### src/core/pafo_consts.vh
// constants of the port B alternate function override block
// assumes: included by bare name from the top design file of the block only
`ifndef PAFO_CONSTS_VH
`define PAFO_CONSTS_VH

// ----------------------------------------------------------------
// widths
// ----------------------------------------------------------------
`define PAFO_NPIN 8
`define PAFO_REG_W 8
`define PAFO_DATA_W 32
`define PAFO_ADDR_W 3

// ----------------------------------------------------------------
// register byte offsets (word index is offset / 4)
// ----------------------------------------------------------------
`define PAFO_OFF_DIR 8'h00
`define PAFO_OFF_LATCH 8'h04
`define PAFO_OFF_INPUT 8'h08
`define PAFO_OFF_SFIOC 8'h0C
`define PAFO_OFF_ATSR 8'h10

// ----------------------------------------------------------------
// reset values
// ----------------------------------------------------------------
`define PAFO_RST_DIR 8'h00
`define PAFO_RST_LATCH 8'h00
`define PAFO_RST_SFIOC 8'h00
`define PAFO_RST_AS2 1'b0

// ----------------------------------------------------------------
// field positions
// ----------------------------------------------------------------
`define PAFO_BIT_PUD 2
`define PAFO_BIT_AS2 3

// ----------------------------------------------------------------
// pin numbers on port B
// ----------------------------------------------------------------
`define PAFO_PIN_SS 2
`define PAFO_PIN_TIMER1_COMPARE_B_OUTPUT 2
`define PAFO_PIN_TIMER1_COMPARE_A_OUTPUT 1
`define PAFO_PIN_MOSI 3
`define PAFO_PIN_MISO 4
`define PAFO_PIN_SCK 5
`define PAFO_PIN_OSCIN 6
`define PAFO_PIN_OSCOUT 7

`endif

### src/core/pafo_pin_mux.v
// one pin's override multiplexers: pull-up, driver, value, input enable
// assumes: override signals come straight from the peripherals
`timescale 1ns/1ps
`default_nettype none
module pafo_pin_mux (
  // port register bits
  input wire dir_bit,
  input wire latch_bit,
  input wire global_pullup_disable,
  input wire sleep_clamp,
  // overrides
  input wire pu_oe,
  input wire pu_ov,
  input wire dd_oe,
  input wire dd_ov,
  input wire pv_oe,
  input wire pv_ov,
  input wire die_oe,
  input wire die_ov,
  // pad side
  input wire pad_in,
  output wire drive_en,
  output wire drive_val,
  output wire pullup_en,
  output wire input_en,
  output wire di_tap
);
  // pull-up: default only for dir/latch/pud = 010
  assign pullup_en = pu_oe ? pu_ov : (~dir_bit & latch_bit & ~global_pullup_disable);
  // output driver enable
  assign drive_en = dd_oe ? dd_ov : dir_bit;
  // pin level while driving, low when not driving
  assign drive_val = drive_en & (pv_oe ? pv_ov : latch_bit);
  // digital input enable, clamped in deep sleep
  assign input_en = die_oe ? die_ov : ~sleep_clamp;
  // schmitt output, ahead of any synchroniser
  assign di_tap = pad_in & input_en;
endmodule // pafo_pin_mux
`default_nettype wire

### src/core/pafo_sync.v
// two-stage synchroniser for the pad inputs feeding the input register
// assumes: inputs asynchronous to clock, synchronous active-high reset
`timescale 1ns/1ps
`default_nettype none
module pafo_sync #(
  parameter W = 8
) (
  // clock and reset
  input wire clock,
  input wire sys_rst,
  // data
  input wire [W-1:0] async_in,
  output wire [W-1:0] sync_out
);
  reg [W-1:0] meta_r;
  reg [W-1:0] stable_r;

  // first stage is read only by the second
  always @(posedge clock) begin
    if (sys_rst) begin
      meta_r <= {W{1'b0}};
      stable_r <= {W{1'b0}};
    end else begin
      meta_r <= async_in;
      stable_r <= meta_r;
    end
  end

  assign sync_out = stable_r;
endmodule // pafo_sync
`default_nettype wire

### src/core/pafo_top.v
// port B pin logic with alternate function overrides and register slave
// assumes: Avalon-MM master on the bus side, peripherals drive
// their override controls from the same clock domain
//
// How it works
// - pull-up from override value when enabled, else only for 010 bits.
// - overridden pull-up follows value, ignores direction, latch and disable.
// - driver enable from override value when enabled, else direction bit.
// - overridden driver follows value, ignoring direction bit.
// - driven pin takes override value when value override is enabled.
// - driven pin takes output latch when value override is off.
// - input enable follows sleep state without override.
// - overridden input enable follows override value, ignoring sleep.
// - oscillator analog path goes straight to the pad, both directions.
// - global pull-up disable bit 2 turns off all default pull-ups.
// - with internal RC and async timer, bit 6 becomes oscillator, and bit 7 too unless external clock.
// - clock pins read zero for direction, latch and input bits.
// - bit 6 is oscillator input for all clock sources but internal RC without async timer.
// - SPI slave forces SCK to input; master uses direction bit.
// - SPI master forces MISO to input; slave uses direction bit.
// - SPI slave forces MOSI to input; master uses direction bit.
// - forced SPI input keeps pull-up under output latch control.
`timescale 1ns/1ps
`default_nettype none
`include "pafo_consts.vh"
module pafo_top #(
  parameter NPIN = `PAFO_NPIN,
  parameter AW = `PAFO_ADDR_W
) (
  // clock and reset
  input wire clock,
  input wire sys_rst,
  // avalon-mm slave
  input wire [AW-1:0] avs_address,
  input wire avs_read,
  input wire avs_write,
  input wire [3:0] avs_byteenable,
  input wire [`PAFO_DATA_W-1:0] avs_writedata,
  output wire [`PAFO_DATA_W-1:0] avs_readdata,
  output wire avs_waitrequest,
  // clock source and sleep state
  input wire clk_src_intrc,
  input wire clk_src_ext,
  input wire sleep_clamp,
  // spi peripheral
  input wire spi_enable,
  input wire spi_master,
  input wire spi_sck_out,
  input wire spi_slave_out,
  input wire spi_master_out,
  // timer compare outputs
  input wire timer2_compare_enable,
  input wire timer2_compare_output,
  input wire timer1_compare_a_enable,
  input wire timer1_compare_a_output,
  input wire timer1_compare_b_enable,
  input wire timer1_compare_b_output,
  // oscillator amplifier
  input wire osc_amp_drive,
  output wire chip_osc_input,
  output wire timer_osc_input,
  output wire osc_pad_drive,
  output wire osc_pad_drive_en,
  // raw digital inputs to peripherals
  output wire [NPIN-1:0] raw_digital_input_tap,
  // pads
  input wire [NPIN-1:0] pad_in,
  output wire [NPIN-1:0] pad_out,
  output wire [NPIN-1:0] pad_oe,
  output wire [NPIN-1:0] pad_pullup
);

  // ----------------------------------------------------------------
  // register state
  // ----------------------------------------------------------------
  reg [NPIN-1:0] dir_r;
  reg [NPIN-1:0] latch_r;
  reg [`PAFO_REG_W-1:0] sfioc_r;
  reg as2_r;
  reg [`PAFO_DATA_W-1:0] readdata_r;
  reg waitrequest_r;

  wire global_pullup_disable;
  wire [NPIN-1:0] input_sync;
  wire [NPIN-1:0] drive_en;
  wire [NPIN-1:0] drive_val;
  wire [NPIN-1:0] pullup_en;
  wire [NPIN-1:0] input_en;
  wire [NPIN-1:0] di_tap;

  // override controls, one bit per pin
  reg [NPIN-1:0] pu_oe;
  reg [NPIN-1:0] pu_ov;
  reg [NPIN-1:0] dd_oe;
  reg [NPIN-1:0] dd_ov;
  reg [NPIN-1:0] pv_oe;
  reg [NPIN-1:0] pv_ov;
  reg [NPIN-1:0] die_oe;
  reg [NPIN-1:0] die_ov;

  // clock pin detachment and spi roles
  wire osc_in_pin;
  wire osc_out_pin;
  wire spi_as_master;
  wire spi_as_slave;
  wire [NPIN-1:0] clk_pin_mask;

  assign global_pullup_disable = sfioc_r[`PAFO_BIT_PUD];

  // ----------------------------------------------------------------
  // clock pin selection
  // ----------------------------------------------------------------
  // bit 6 is oscillator input unless internal RC without async timer
  assign osc_in_pin = ~clk_src_intrc | as2_r;
  // bit 7 is oscillator output for crystals, not for external clock
  assign osc_out_pin = ~clk_src_ext & (~clk_src_intrc | as2_r);
  assign spi_as_master = spi_enable & spi_master;
  assign spi_as_slave = spi_enable & ~spi_master;

  // pins whose register bits read as zero
  genvar gm;
  generate
    for (gm = 0; gm < NPIN; gm = gm + 1) begin : g_mask
      if (gm == `PAFO_PIN_OSCIN) begin : g_in
        assign clk_pin_mask[gm] = osc_in_pin;
      end else if (gm == `PAFO_PIN_OSCOUT) begin : g_out
        assign clk_pin_mask[gm] = osc_out_pin;
      end else begin : g_io
        assign clk_pin_mask[gm] = 1'b0;
      end
    end
  endgenerate

  // ----------------------------------------------------------------
  // override generation per alternate function
  // ----------------------------------------------------------------
  // pins without alternate function keep all overrides off
  always @* begin
    pu_oe = {NPIN{1'b0}};
    pu_ov = {NPIN{1'b0}};
    dd_oe = {NPIN{1'b0}};
    dd_ov = {NPIN{1'b0}};
    pv_oe = {NPIN{1'b0}};
    pv_ov = {NPIN{1'b0}};
    die_oe = {NPIN{1'b0}};
    die_ov = {NPIN{1'b0}};
    // oscillator output: detached, no pull-up, no driver, no input
    pu_oe[`PAFO_PIN_OSCOUT] = osc_out_pin;
    dd_oe[`PAFO_PIN_OSCOUT] = osc_out_pin;
    die_oe[`PAFO_PIN_OSCOUT] = osc_out_pin;
    // oscillator input: detached from the port
    pu_oe[`PAFO_PIN_OSCIN] = osc_in_pin;
    dd_oe[`PAFO_PIN_OSCIN] = osc_in_pin;
    die_oe[`PAFO_PIN_OSCIN] = osc_in_pin;
    // sck: input as slave, clock out as master
    pu_oe[`PAFO_PIN_SCK] = spi_as_slave;
    pu_ov[`PAFO_PIN_SCK] = latch_r[`PAFO_PIN_SCK] & ~global_pullup_disable;
    dd_oe[`PAFO_PIN_SCK] = spi_as_slave;
    pv_oe[`PAFO_PIN_SCK] = spi_as_master;
    pv_ov[`PAFO_PIN_SCK] = spi_sck_out;
    // miso: input as master, slave data out as slave
    pu_oe[`PAFO_PIN_MISO] = spi_as_master;
    pu_ov[`PAFO_PIN_MISO] = latch_r[`PAFO_PIN_MISO] & ~global_pullup_disable;
    dd_oe[`PAFO_PIN_MISO] = spi_as_master;
    pv_oe[`PAFO_PIN_MISO] = spi_as_slave;
    pv_ov[`PAFO_PIN_MISO] = spi_slave_out;
    // mosi: input as slave; master data or timer2 compare out
    pu_oe[`PAFO_PIN_MOSI] = spi_as_slave;
    pu_ov[`PAFO_PIN_MOSI] = latch_r[`PAFO_PIN_MOSI] & ~global_pullup_disable;
    dd_oe[`PAFO_PIN_MOSI] = spi_as_slave;
    // compare output leaves direction to software
    pv_oe[`PAFO_PIN_MOSI] = spi_as_master | timer2_compare_enable;
    pv_ov[`PAFO_PIN_MOSI] = spi_as_master ? spi_master_out
                                          : timer2_compare_output;
    // slave select: input as slave; timer1 compare b out
    pu_oe[`PAFO_PIN_SS] = spi_as_slave;
    pu_ov[`PAFO_PIN_SS] = latch_r[`PAFO_PIN_SS] & ~global_pullup_disable;
    dd_oe[`PAFO_PIN_SS] = spi_as_slave;
    pv_oe[`PAFO_PIN_TIMER1_COMPARE_B_OUTPUT] = timer1_compare_b_enable;
    pv_ov[`PAFO_PIN_TIMER1_COMPARE_B_OUTPUT] = timer1_compare_b_output;
    // timer1 compare a out
    pv_oe[`PAFO_PIN_TIMER1_COMPARE_A_OUTPUT] = timer1_compare_a_enable;
    pv_ov[`PAFO_PIN_TIMER1_COMPARE_A_OUTPUT] = timer1_compare_a_output;
  end

  // ----------------------------------------------------------------
  // per-pin multiplexers
  // ----------------------------------------------------------------
  genvar gp;
  generate
    for (gp = 0; gp < NPIN; gp = gp + 1) begin : g_pin
      pafo_pin_mux u_mux (
        .dir_bit(dir_r[gp]),
        .latch_bit(latch_r[gp]),
        .global_pullup_disable(global_pullup_disable),
        .sleep_clamp(sleep_clamp),
        .pu_oe(pu_oe[gp]),
        .pu_ov(pu_ov[gp]),
        .dd_oe(dd_oe[gp]),
        .dd_ov(dd_ov[gp]),
        .pv_oe(pv_oe[gp]),
        .pv_ov(pv_ov[gp]),
        .die_oe(die_oe[gp]),
        .die_ov(die_ov[gp]),
        .pad_in(pad_in[gp]),
        .drive_en(drive_en[gp]),
        .drive_val(drive_val[gp]),
        .pullup_en(pullup_en[gp]),
        .input_en(input_en[gp]),
        .di_tap(di_tap[gp])
      );
    end
  endgenerate

  // pad controls change with the overrides, without a clock edge
  assign pad_oe = drive_en;
  assign pad_out = drive_val;
  assign pad_pullup = pullup_en;
  // raw input tap, unsynchronised; peripherals add their own
  assign raw_digital_input_tap = di_tap;

  // ----------------------------------------------------------------
  // oscillator analog path
  // ----------------------------------------------------------------
  // pad bypasses the input gating in both directions
  assign chip_osc_input = pad_in[`PAFO_PIN_OSCIN] & osc_in_pin;
  assign timer_osc_input = pad_in[`PAFO_PIN_OSCIN] & as2_r;
  assign osc_pad_drive = osc_amp_drive & osc_out_pin;
  assign osc_pad_drive_en = osc_out_pin;

  // ----------------------------------------------------------------
  // input register synchroniser
  // ----------------------------------------------------------------
  pafo_sync #(
    .W(NPIN)
  ) u_sync (
    .clock(clock),
    .sys_rst(sys_rst),
    .async_in(di_tap),
    .sync_out(input_sync)
  );

  // ----------------------------------------------------------------
  // avalon-mm slave
  // ----------------------------------------------------------------
  // word index match for a byte offset
  function hit;
    input [AW-1:0] addr;
    input [7:0] off;
    begin
      hit = (addr == off[AW+1:2]);
    end
  endfunction

  wire wr_go;
  wire rd_go;
  wire lane0;
  reg [`PAFO_REG_W-1:0] rd_val;

  // write lands at the edge the master sees waitrequest low
  assign wr_go = avs_write & ~waitrequest_r;
  // read data captured one edge earlier, standing at that edge
  assign rd_go = avs_read & waitrequest_r;
  assign lane0 = avs_byteenable[0];

  // read selection, clock pins masked to zero
  always @* begin
    rd_val = {`PAFO_REG_W{1'b0}};
    if (hit(avs_address, `PAFO_OFF_DIR)) begin
      rd_val = dir_r & ~clk_pin_mask;
    end else if (hit(avs_address, `PAFO_OFF_LATCH)) begin
      rd_val = latch_r & ~clk_pin_mask;
    end else if (hit(avs_address, `PAFO_OFF_INPUT)) begin
      rd_val = input_sync & ~clk_pin_mask;
    end else if (hit(avs_address, `PAFO_OFF_SFIOC)) begin
      rd_val = sfioc_r;
    end else if (hit(avs_address, `PAFO_OFF_ATSR)) begin
      rd_val[`PAFO_BIT_AS2] = as2_r;
    end
  end

  // one wait cycle, then a single accept cycle
  always @(posedge clock) begin
    if (sys_rst) begin
      waitrequest_r <= 1'b1;
    end else if ((avs_read | avs_write) & waitrequest_r) begin
      waitrequest_r <= 1'b0;
    end else begin
      waitrequest_r <= 1'b1;
    end
  end

  // read data register
  always @(posedge clock) begin
    if (sys_rst) begin
      readdata_r <= {`PAFO_DATA_W{1'b0}};
    end else if (rd_go) begin
      readdata_r <= {{(`PAFO_DATA_W-`PAFO_REG_W){1'b0}}, rd_val};
    end
  end

  // register writes on byte lane 0; unmapped writes ignored
  always @(posedge clock) begin
    if (sys_rst) begin
      dir_r <= `PAFO_RST_DIR;
      latch_r <= `PAFO_RST_LATCH;
      sfioc_r <= `PAFO_RST_SFIOC;
      as2_r <= `PAFO_RST_AS2;
    end else if (wr_go & lane0) begin
      if (hit(avs_address, `PAFO_OFF_DIR)) begin
        dir_r <= avs_writedata[NPIN-1:0];
      end
      if (hit(avs_address, `PAFO_OFF_LATCH)) begin
        latch_r <= avs_writedata[NPIN-1:0];
      end
      if (hit(avs_address, `PAFO_OFF_SFIOC)) begin
        sfioc_r <= avs_writedata[`PAFO_REG_W-1:0];
      end
      if (hit(avs_address, `PAFO_OFF_ATSR)) begin
        as2_r <= avs_writedata[`PAFO_BIT_AS2];
      end
    end
  end

  assign avs_readdata = readdata_r;
  assign avs_waitrequest = waitrequest_r;

endmodule // pafo_top
`default_nettype wire

### config.mk
export PLATFORM = sky130hd
export DESIGN_NAME = pafo_top
export DESIGN_NICKNAME = d
export VERILOG_FILES = /design/src/core/pafo_pin_mux.v /design/src/core/pafo_sync.v /design/src/core/pafo_top.v
export VERILOG_INCLUDE_DIRS = /design/src /design/src/core
export SDC_FILE = /design/constraint.sdc
export NUM_CORES = 1
export LEC_CHECK = 0
export ABC_CLOCK_PERIOD_IN_PS = 1080
export BUFFER_PORTS_ARGS = -buffer_cell sky130_fd_sc_hd__buf_2
export CAP_MARGIN = 25
export CORE_UTILIZATION = 42
export DETAILED_ROUTE_END_ITERATION = 6
export HOLD_SLACK_MARGIN = 0.06
export PLACE_DENSITY = 0.77
export SLEW_MARGIN = 10
export SYNTH_ARGS = -nofsm -noshare
export SYNTH_HDL_FRONTEND = slang
export SYNTH_SLANG_ARGS = --single-unit
### constraint.sdc
create_clock -name clock -period 1.08 [get_ports clock]
set_input_delay 0.054 -clock clock [delete_from_list [all_inputs] [get_ports clock]]
set_output_delay 0.054 -clock clock [all_outputs]
set_load 0.05 [all_outputs]
==> results by group, run 1 <==
Yosys
  – Ys Warns: 0
  – Yosys cell types: 43
  – Post-synthesis compound-gate area fraction: 0.0845
  – Leading register cell type out of synthesis: dfxtp_1
  – Sequential share of the synthesized area: 0.364
  – Synth Area in XOR/XNOR: 0
  – Multiplexer share of the synthesized area: 0.126
  – Synth Area in Simple Gates: 0.233
  – Synth Instances: ~310
  – Post-Syn Area: 2750 um^2
  – Post-synthesis adder-cell area fraction: 0
  – Post-synthesis register bit count: 50
  – EDFF count, synth: 0
  – Async S/R FF share, synth: 0
  – Synthesized area per cell: between 8 and 9 um^2
  – Largest family of logic cells by synthesized area: simple AND/OR/NAND/NOR gates

Placement
  – Post-detail-place hpwl: 4.59 mm
  – Global placement routability congestion: 0.815
  – Placed Area: 3140 um^2
  – DP Cell Count: 452
  – Buffers on Ports: 83
  – Dpl ws: -199 ps

Die
  – Die Area: 6880 um^2
  – Initial Util: 0.433
  – Die Ht: 83.0 um
  – Die width: 83.0 um
  – Row count: 29
  – # IOs: between 100 and 150
  – Core footprint: ~6300 um^2

Worst setup path
  – Max FO, Critical Path: 6
  – Startpoint Class: register
  – Worst Path Required: a little over 1000 ps
  – Data arrival, critical path: 1400 ps
  – Nature of the critical path endpoint: primary output
  – Crit path kind: register to primary output

Global routing
  – GRT Residual Overflow: 0
  – Vias in the first global route: 2349
  – First-pass GRT wire length: 10.9 mm
  – Initial antenna violation count: 0
  – Total GRT Usage: 0.196
  – Largest net degree at the start of global routing: 42

Cells and area
  – Commonest non-fill, non-tap cell in the layout: buf_2
  – Antenna cells: 0
  – Most frequent cells in the layout: 53 x buf_2, 40 x buf_4, 38 x nand2_1
  – Post-route cell area: 3950 um^2
  – # nets final: 473
  – Final Core Density: 0.622
  – Non-Filler Instances: between 400 and 500
  – Synth-to-layout area growth: 43.5%
  – Fraction of layout cells with a size suffix above 1: 0.493

CTS
  – Clock transition at the registers of the reported paths: about 100 ps
  – TritonCTS clock tree: built
  – CTS Buffer Depth: 2
  – H-tree depth: 2
  – Num CTS Buffers: 5
  – Worst skew pair latency: 320 ps
  – Clock sinks: 50
  – Root Buffer Master: clkbuf_8

Worst hold path
  – Hold Crit Class: input port to register

STA
  – Period utilization: 1.35
  – Hold WS: 66.2 ps
  – Setup TNS Final: -6980 ps
  – RSZ-0062 raised after global routing: true
  – Fin. max-slew vios: 0
  – Max Fclk: 688 MHz
  – Setup ws final: -374 ps
  – Setup Viol. Count Final: 50
  – Min Tclk post-route: around 1500 ps
  – Clock skew: 7.06 ps
  – Final hold viol count: 0

Power
  – Switching share of total power: 0.311
  – VDD IR max: 0.773 mV
  – Pint: 2.91 mW
  – Power, Total: 4.23 mW
  – Logic gate share of total power: 0.222
  – Clk pwr share: 0.327
  – Sequential Power Share: 0.450
  – Power Density: 1070 nW/um^2
  – Net switching power figure: 1.31 mW
  – LEAKAGE: about 1.8 nW

Routing
  – Antenna Nets Post-Route: 0
  – Residual DRC: 0
  – Final wirelength: 6.81 mm
  – DR pass1 iterations: 4
  – Vias per cell: between 4 and 5
  – DR vias: ~2400
  – Drt initial violations: 84
  – Drt wl/cell: 14.0 um

Status
  – Violated checks: setup timing
  – Status: complete, but fails checks

Flow run
  – MaxCap Viol Count: 0
==> critical path, cell delays in order (launching register included) <==
cell	delay [ps]
dfxtp_2	350
nor2b_4	140
buf_6	110
nor2_4	40
nor4b_2	210
buf_4	240
==> Yosys cell counts (2+ instances only) <==
| cell | number | area [um^2] |
|---|---|---|
| nor2_1 | 3 | 11.3 |
| o21ai_0 | 8 | 40.0 |
| nor4b_1 | 2 | 17.5 |
| a31oi_1 | 7 | 43.8 |
| buf_2 | 2 | 10.0 |
| inv_1 | 5 | 18.8 |
| nand3_1 | 2 | 10.0 |
| o211ai_1 | 2 | 15.0 |
| and2_1 | 19 | 119 |
| a21boi_0 | 2 | 15.0 |
| nand2b_1 | 2 | 12.5 |
| nand4_1 | 2 | 12.5 |
| dfxtp_1 | 50 | 1000 |
| mux2_2 | 6 | 67.6 |
| buf_4 | 59 | 443 |
| buf_6 | 2 | 22.5 |
| nand2_1 | 40 | 150 |
| nor3b_1 | 6 | 45.0 |
| and3b_1 | 3 | 26.3 |
| a32oi_1 | 7 | 61.3 |
| nor2b_1 | 22 | 138 |
| clkbuf_1 | 7 | 26.3 |
| nor3_1 | 2 | 10.0 |
| mux2i_1 | 28 | 280 |
==> sequential cells by signal (all words and copies together), names as in the netlist <==
name	flops
sfioc_r	8
as2_r	1
dir_r	8
avs_waitrequest	1
avs_readdata	8
latch_r	8
u_sync.meta_r	8
u_sync.sync_out	8
==> cell type report <==
class,instances,area (um^2)
clock buffer,5,68.8
tap,77,96.3
inverter,5,18.8
fill,492,2400
multi-input combinational,204,1560
timing repair buffer,141,1130
sequential,50,1030
clock inverter,3,48.8
==> kinds of logic (layout without fill, tap and decap cells) <==
logic type      Yosys count  after routing
simple gates            112            112
mux                      34             34
compound gates           34             34
buf+inv                  76            154
flops                    50             50
other cells               1             24
==> routing by layer <==
metal	part of all wire	vias up	GRT usage
met1	0.40	1080	0.224
met3	0.056	8	0.0408
met4	0.014	0	0.0564
li1	-	1164	-
met5	0	-	0
met2	0.53	99	0.365
==> final timing paths <==
| path | start | to | slack (ps) | cells past startpoint |
|---|---|---|---|---|
| hold reg to reg | u_sync.meta_r[7] | u_sync.sync_out[7] | 440 | 1 |
| hold / removal | avs_writedata[4] | dir_r[4] | 70 | 3 |
| setup reg to reg | avs_waitrequest | sfioc_r[2] | -120 | 3 |
| setup / recovery | as2_r | pad_pullup[7] | -370 | 5 |
==> power groups by stage <==
stage          sequential, mW  clock, mW  combinational (mW)
2_1_floorplan            2.03          0               0.563
3_5_place_dp             1.95          0               0.795
4_1_cts                  1.91       1.39               0.908
5_1_grt                  1.91       1.48               0.988
3_3_place_gp             1.95          0               0.782
6_report                 1.90       1.38               0.939
==> what timing repair did <==
item / CTS / global route
resized for setup: 107 / 39
hold endpoints to repair: 19 / 0
setup endpoints to repair: 57 / 61
hold buffers: 11 / 0
gates cloned: 1 / 0
setup buffers: 12 / 3
pin swaps: 12 / 9
Note: power is estimated with default switching activity, not from simulation.
==> run 2: changes to the inputs <==
- BUFFER_PORTS_ARGS: -buffer_cell sky130_fd_sc_hd__buf_2 -> -buffer_cell sky130_fd_sc_hd__buf_4
==> run 2 against run 1 <==
Compared with the run above: the run still ends with setup timing left; worst setup slack got worse by 22 ps; sequential power about the same; critical path depth unchanged; worst hold slack about the same; total power decreased by 4.9%; core utilization increased by 0.53 points; die area unchanged; sequential share of layout area decreased by 0.28 points; combinational power increased by 3.7%; flip-flop and latch count unchanged; count of clock-buffer cells in the layout increased by 1; largest power group unchanged; highest routed layer unchanged.
==> results by group, run 2 (synthesized netlist as in run 1, its figures left out) <==
Power
  – VDD IR max: 1.02 mV
  – Net switching power figure: about 1.3 mW
  – LEAKAGE: 1.82 nW
  – Switching share of total power: 0.312
  – Pint: 2.77 mW
  – Power Density: 1010 nW/um^2
  – Logic gate share of total power: 0.242
  – Sequential Power Share: 0.475
  – Clk pwr share: 0.282

Placement
  – Global placement routability congestion: ~0.81
  – Post-detail-place hpwl: 4.61 mm
  – DP Cell Count: 445
  – Placed Area: between 3000 and 4000 um^2
  – Buffers on Ports: 83

Worst hold path
  – Worst hold path depth: 3
  – Hold Crit Class: input port to register

CTS
  – CTS Buffer Depth: 2
  – Root Buffer Master: clkbuf_8
  – TritonCTS clock tree: built
  – Num CTS Buffers: 5
  – Clock sinks: 50
  – H-tree depth: 2
  – Worst skew pair latency: 310 ps
  – Clock transition at the registers of the reported paths: 90 ps

Routing
  – DR pass1 iterations: 4
  – Residual DRC: 0
  – Final wirelength: approximately 6.7 mm
  – Drt wl/cell: 14.2 um
  – Antenna Nets Post-Route: 0
  – Vias per cell: 4.84
  – DR vias: 2306
  – Drt initial violations: 101

Cells and area
  – Post-route cell area: 3980 um^2
  – # fillers: 516
  – Synth-to-layout area growth: 44.7%
  – Most frequent cells in the layout: 82 x buf_4, 39 x nand2_1, 36 x dfxtp_1
  – Fraction of layout cells with a size suffix above 1: 0.491
  – Antenna cells: 0
  – Non-Filler Instances: around 480
  – # nets final: between 400 and 500
  – Commonest non-fill, non-tap cell in the layout: buf_4

Worst setup path
  – R2R cell count: 3
  – Crit-path slowest cell: dfxtp_2
  – Data arrival, critical path: between 1000 and 1500 ps
  – Crit-path cells: nor2b_4 > buf_6 > nor2_4 > nor4b_2 > buf_4
  – Crit path kind: register to primary output
  – Crit path largest cell delay: 350 ps
  – Worst Path Required: just over 1000 ps
  – Startpoint Class: register
  – Nature of the critical path endpoint: primary output
  – Flop2flop setup slack: -140 ps
  – Max FO, Critical Path: 7

Global routing
  – Vias in the first global route: between 2000 and 2500
  – Total GRT Usage: 0.197
  – Largest net degree at the start of global routing: 26
  – GRT Residual Overflow: 0
  – First-pass GRT wire length: 11.1 mm
  – Initial antenna violation count: 0

Status
  – Violated checks: setup timing
  – Status: complete, but fails checks

STA
  – Period utilization: 1.37
  – Clock skew: 9.68 ps
  – Setup Viol. Count Final: 53
  – Final hold viol count: 0
  – Min Tclk post-route: about 1500 ps
  – Fin. max-slew vios: 0
  – Setup ws final: -396 ps
  – Max Fclk: 678 MHz
  – RSZ-0062 raised after global routing: true

Die
  – # IOs: 135
  – Die Area: 6880 um^2
  – Initial Util: 0.433
  – Die width: 83.0 um
  – Row count: 29
  – Die Ht: 83.0 um
  – Core footprint: 6350 um^2

Flow run
  – MaxCap Viol Count: 0
-- run 2: power groups by stage --
stage,clock network (mW),logic (mW),registers (mW)
final,1.14,0.974,1.91
after global routing,1.24,1.03,1.92
after CTS,1.14,0.929,1.91
after detailed placement,0,0.841,1.95
after global placement,0,0.832,1.95
after floorplan,0,0.563,2.03
-- run 2: timing repair --
item | 4_1_cts | 5_1_grt
endpoints found under the setup margin | 60 | 61
hold endpoints to repair | 18 | 11
pin swaps | 15 | 12
hold buffers | 9 | 1
buffers inserted | 12 | 4
resized for setup | 76 | 44
-- run 2: per-layer routing --
metal  up-vias  routed length, um  GRT usage  share of wire
met4         0                100     0.0517          0.015
li1       1142                  -          -              -
met3         8                410     0.0437          0.061
met1      1061               2770      0.233           0.41
met5         -                  0          0              0
met2        95               3470      0.358           0.51
-- run 2: layout make-up --
class / count / area (um^2) / share of cell area
multi-input combinational: 204 / 1550 / 0.389
timing repair buffer: 132 / 1200 / 0.301
sequential: 50 / 1030 / 0.258
tap: 77 / 96.3 / 0.0242
clock buffer: 6 / 82.6 / 0.0207
inverter: 5 / 18.8 / 0.00471
clock inverter: 2 / 11.3 / 0.00283
-- run 2: critical path: cells and delay by family, from the launching register on --
kind          cells  cell delay, ps
simple gates      3             410
flops             1             350
buf+inv           2             360
-- run 2: stage by stage --
stage	hold slack [ps]	setup TNS (ps)	setup slack, ps	total power, mW	util
final	66.2	-7700	-396	4.02	0.627
after CTS	67.3	-6770	-374	3.98	0.602
after detailed placement	274	-2200	-176	2.79	0.518
after global routing	88.5	-10060	-475	4.19	0.627
after floorplan	126	-3750	-231	2.59	-
after global placement	264	-1690	-149	2.78	0.518
-- run 2: final timing paths --
path | startpoint | end
worst min register to register | u_sync.meta_r[3] | u_sync.sync_out[3]
worst max-delay path | as2_r | pad_pullup[7]
worst max register to register | avs_waitrequest | latch_r[4]
worst min-delay path | avs_writedata[6] | dir_r[6]
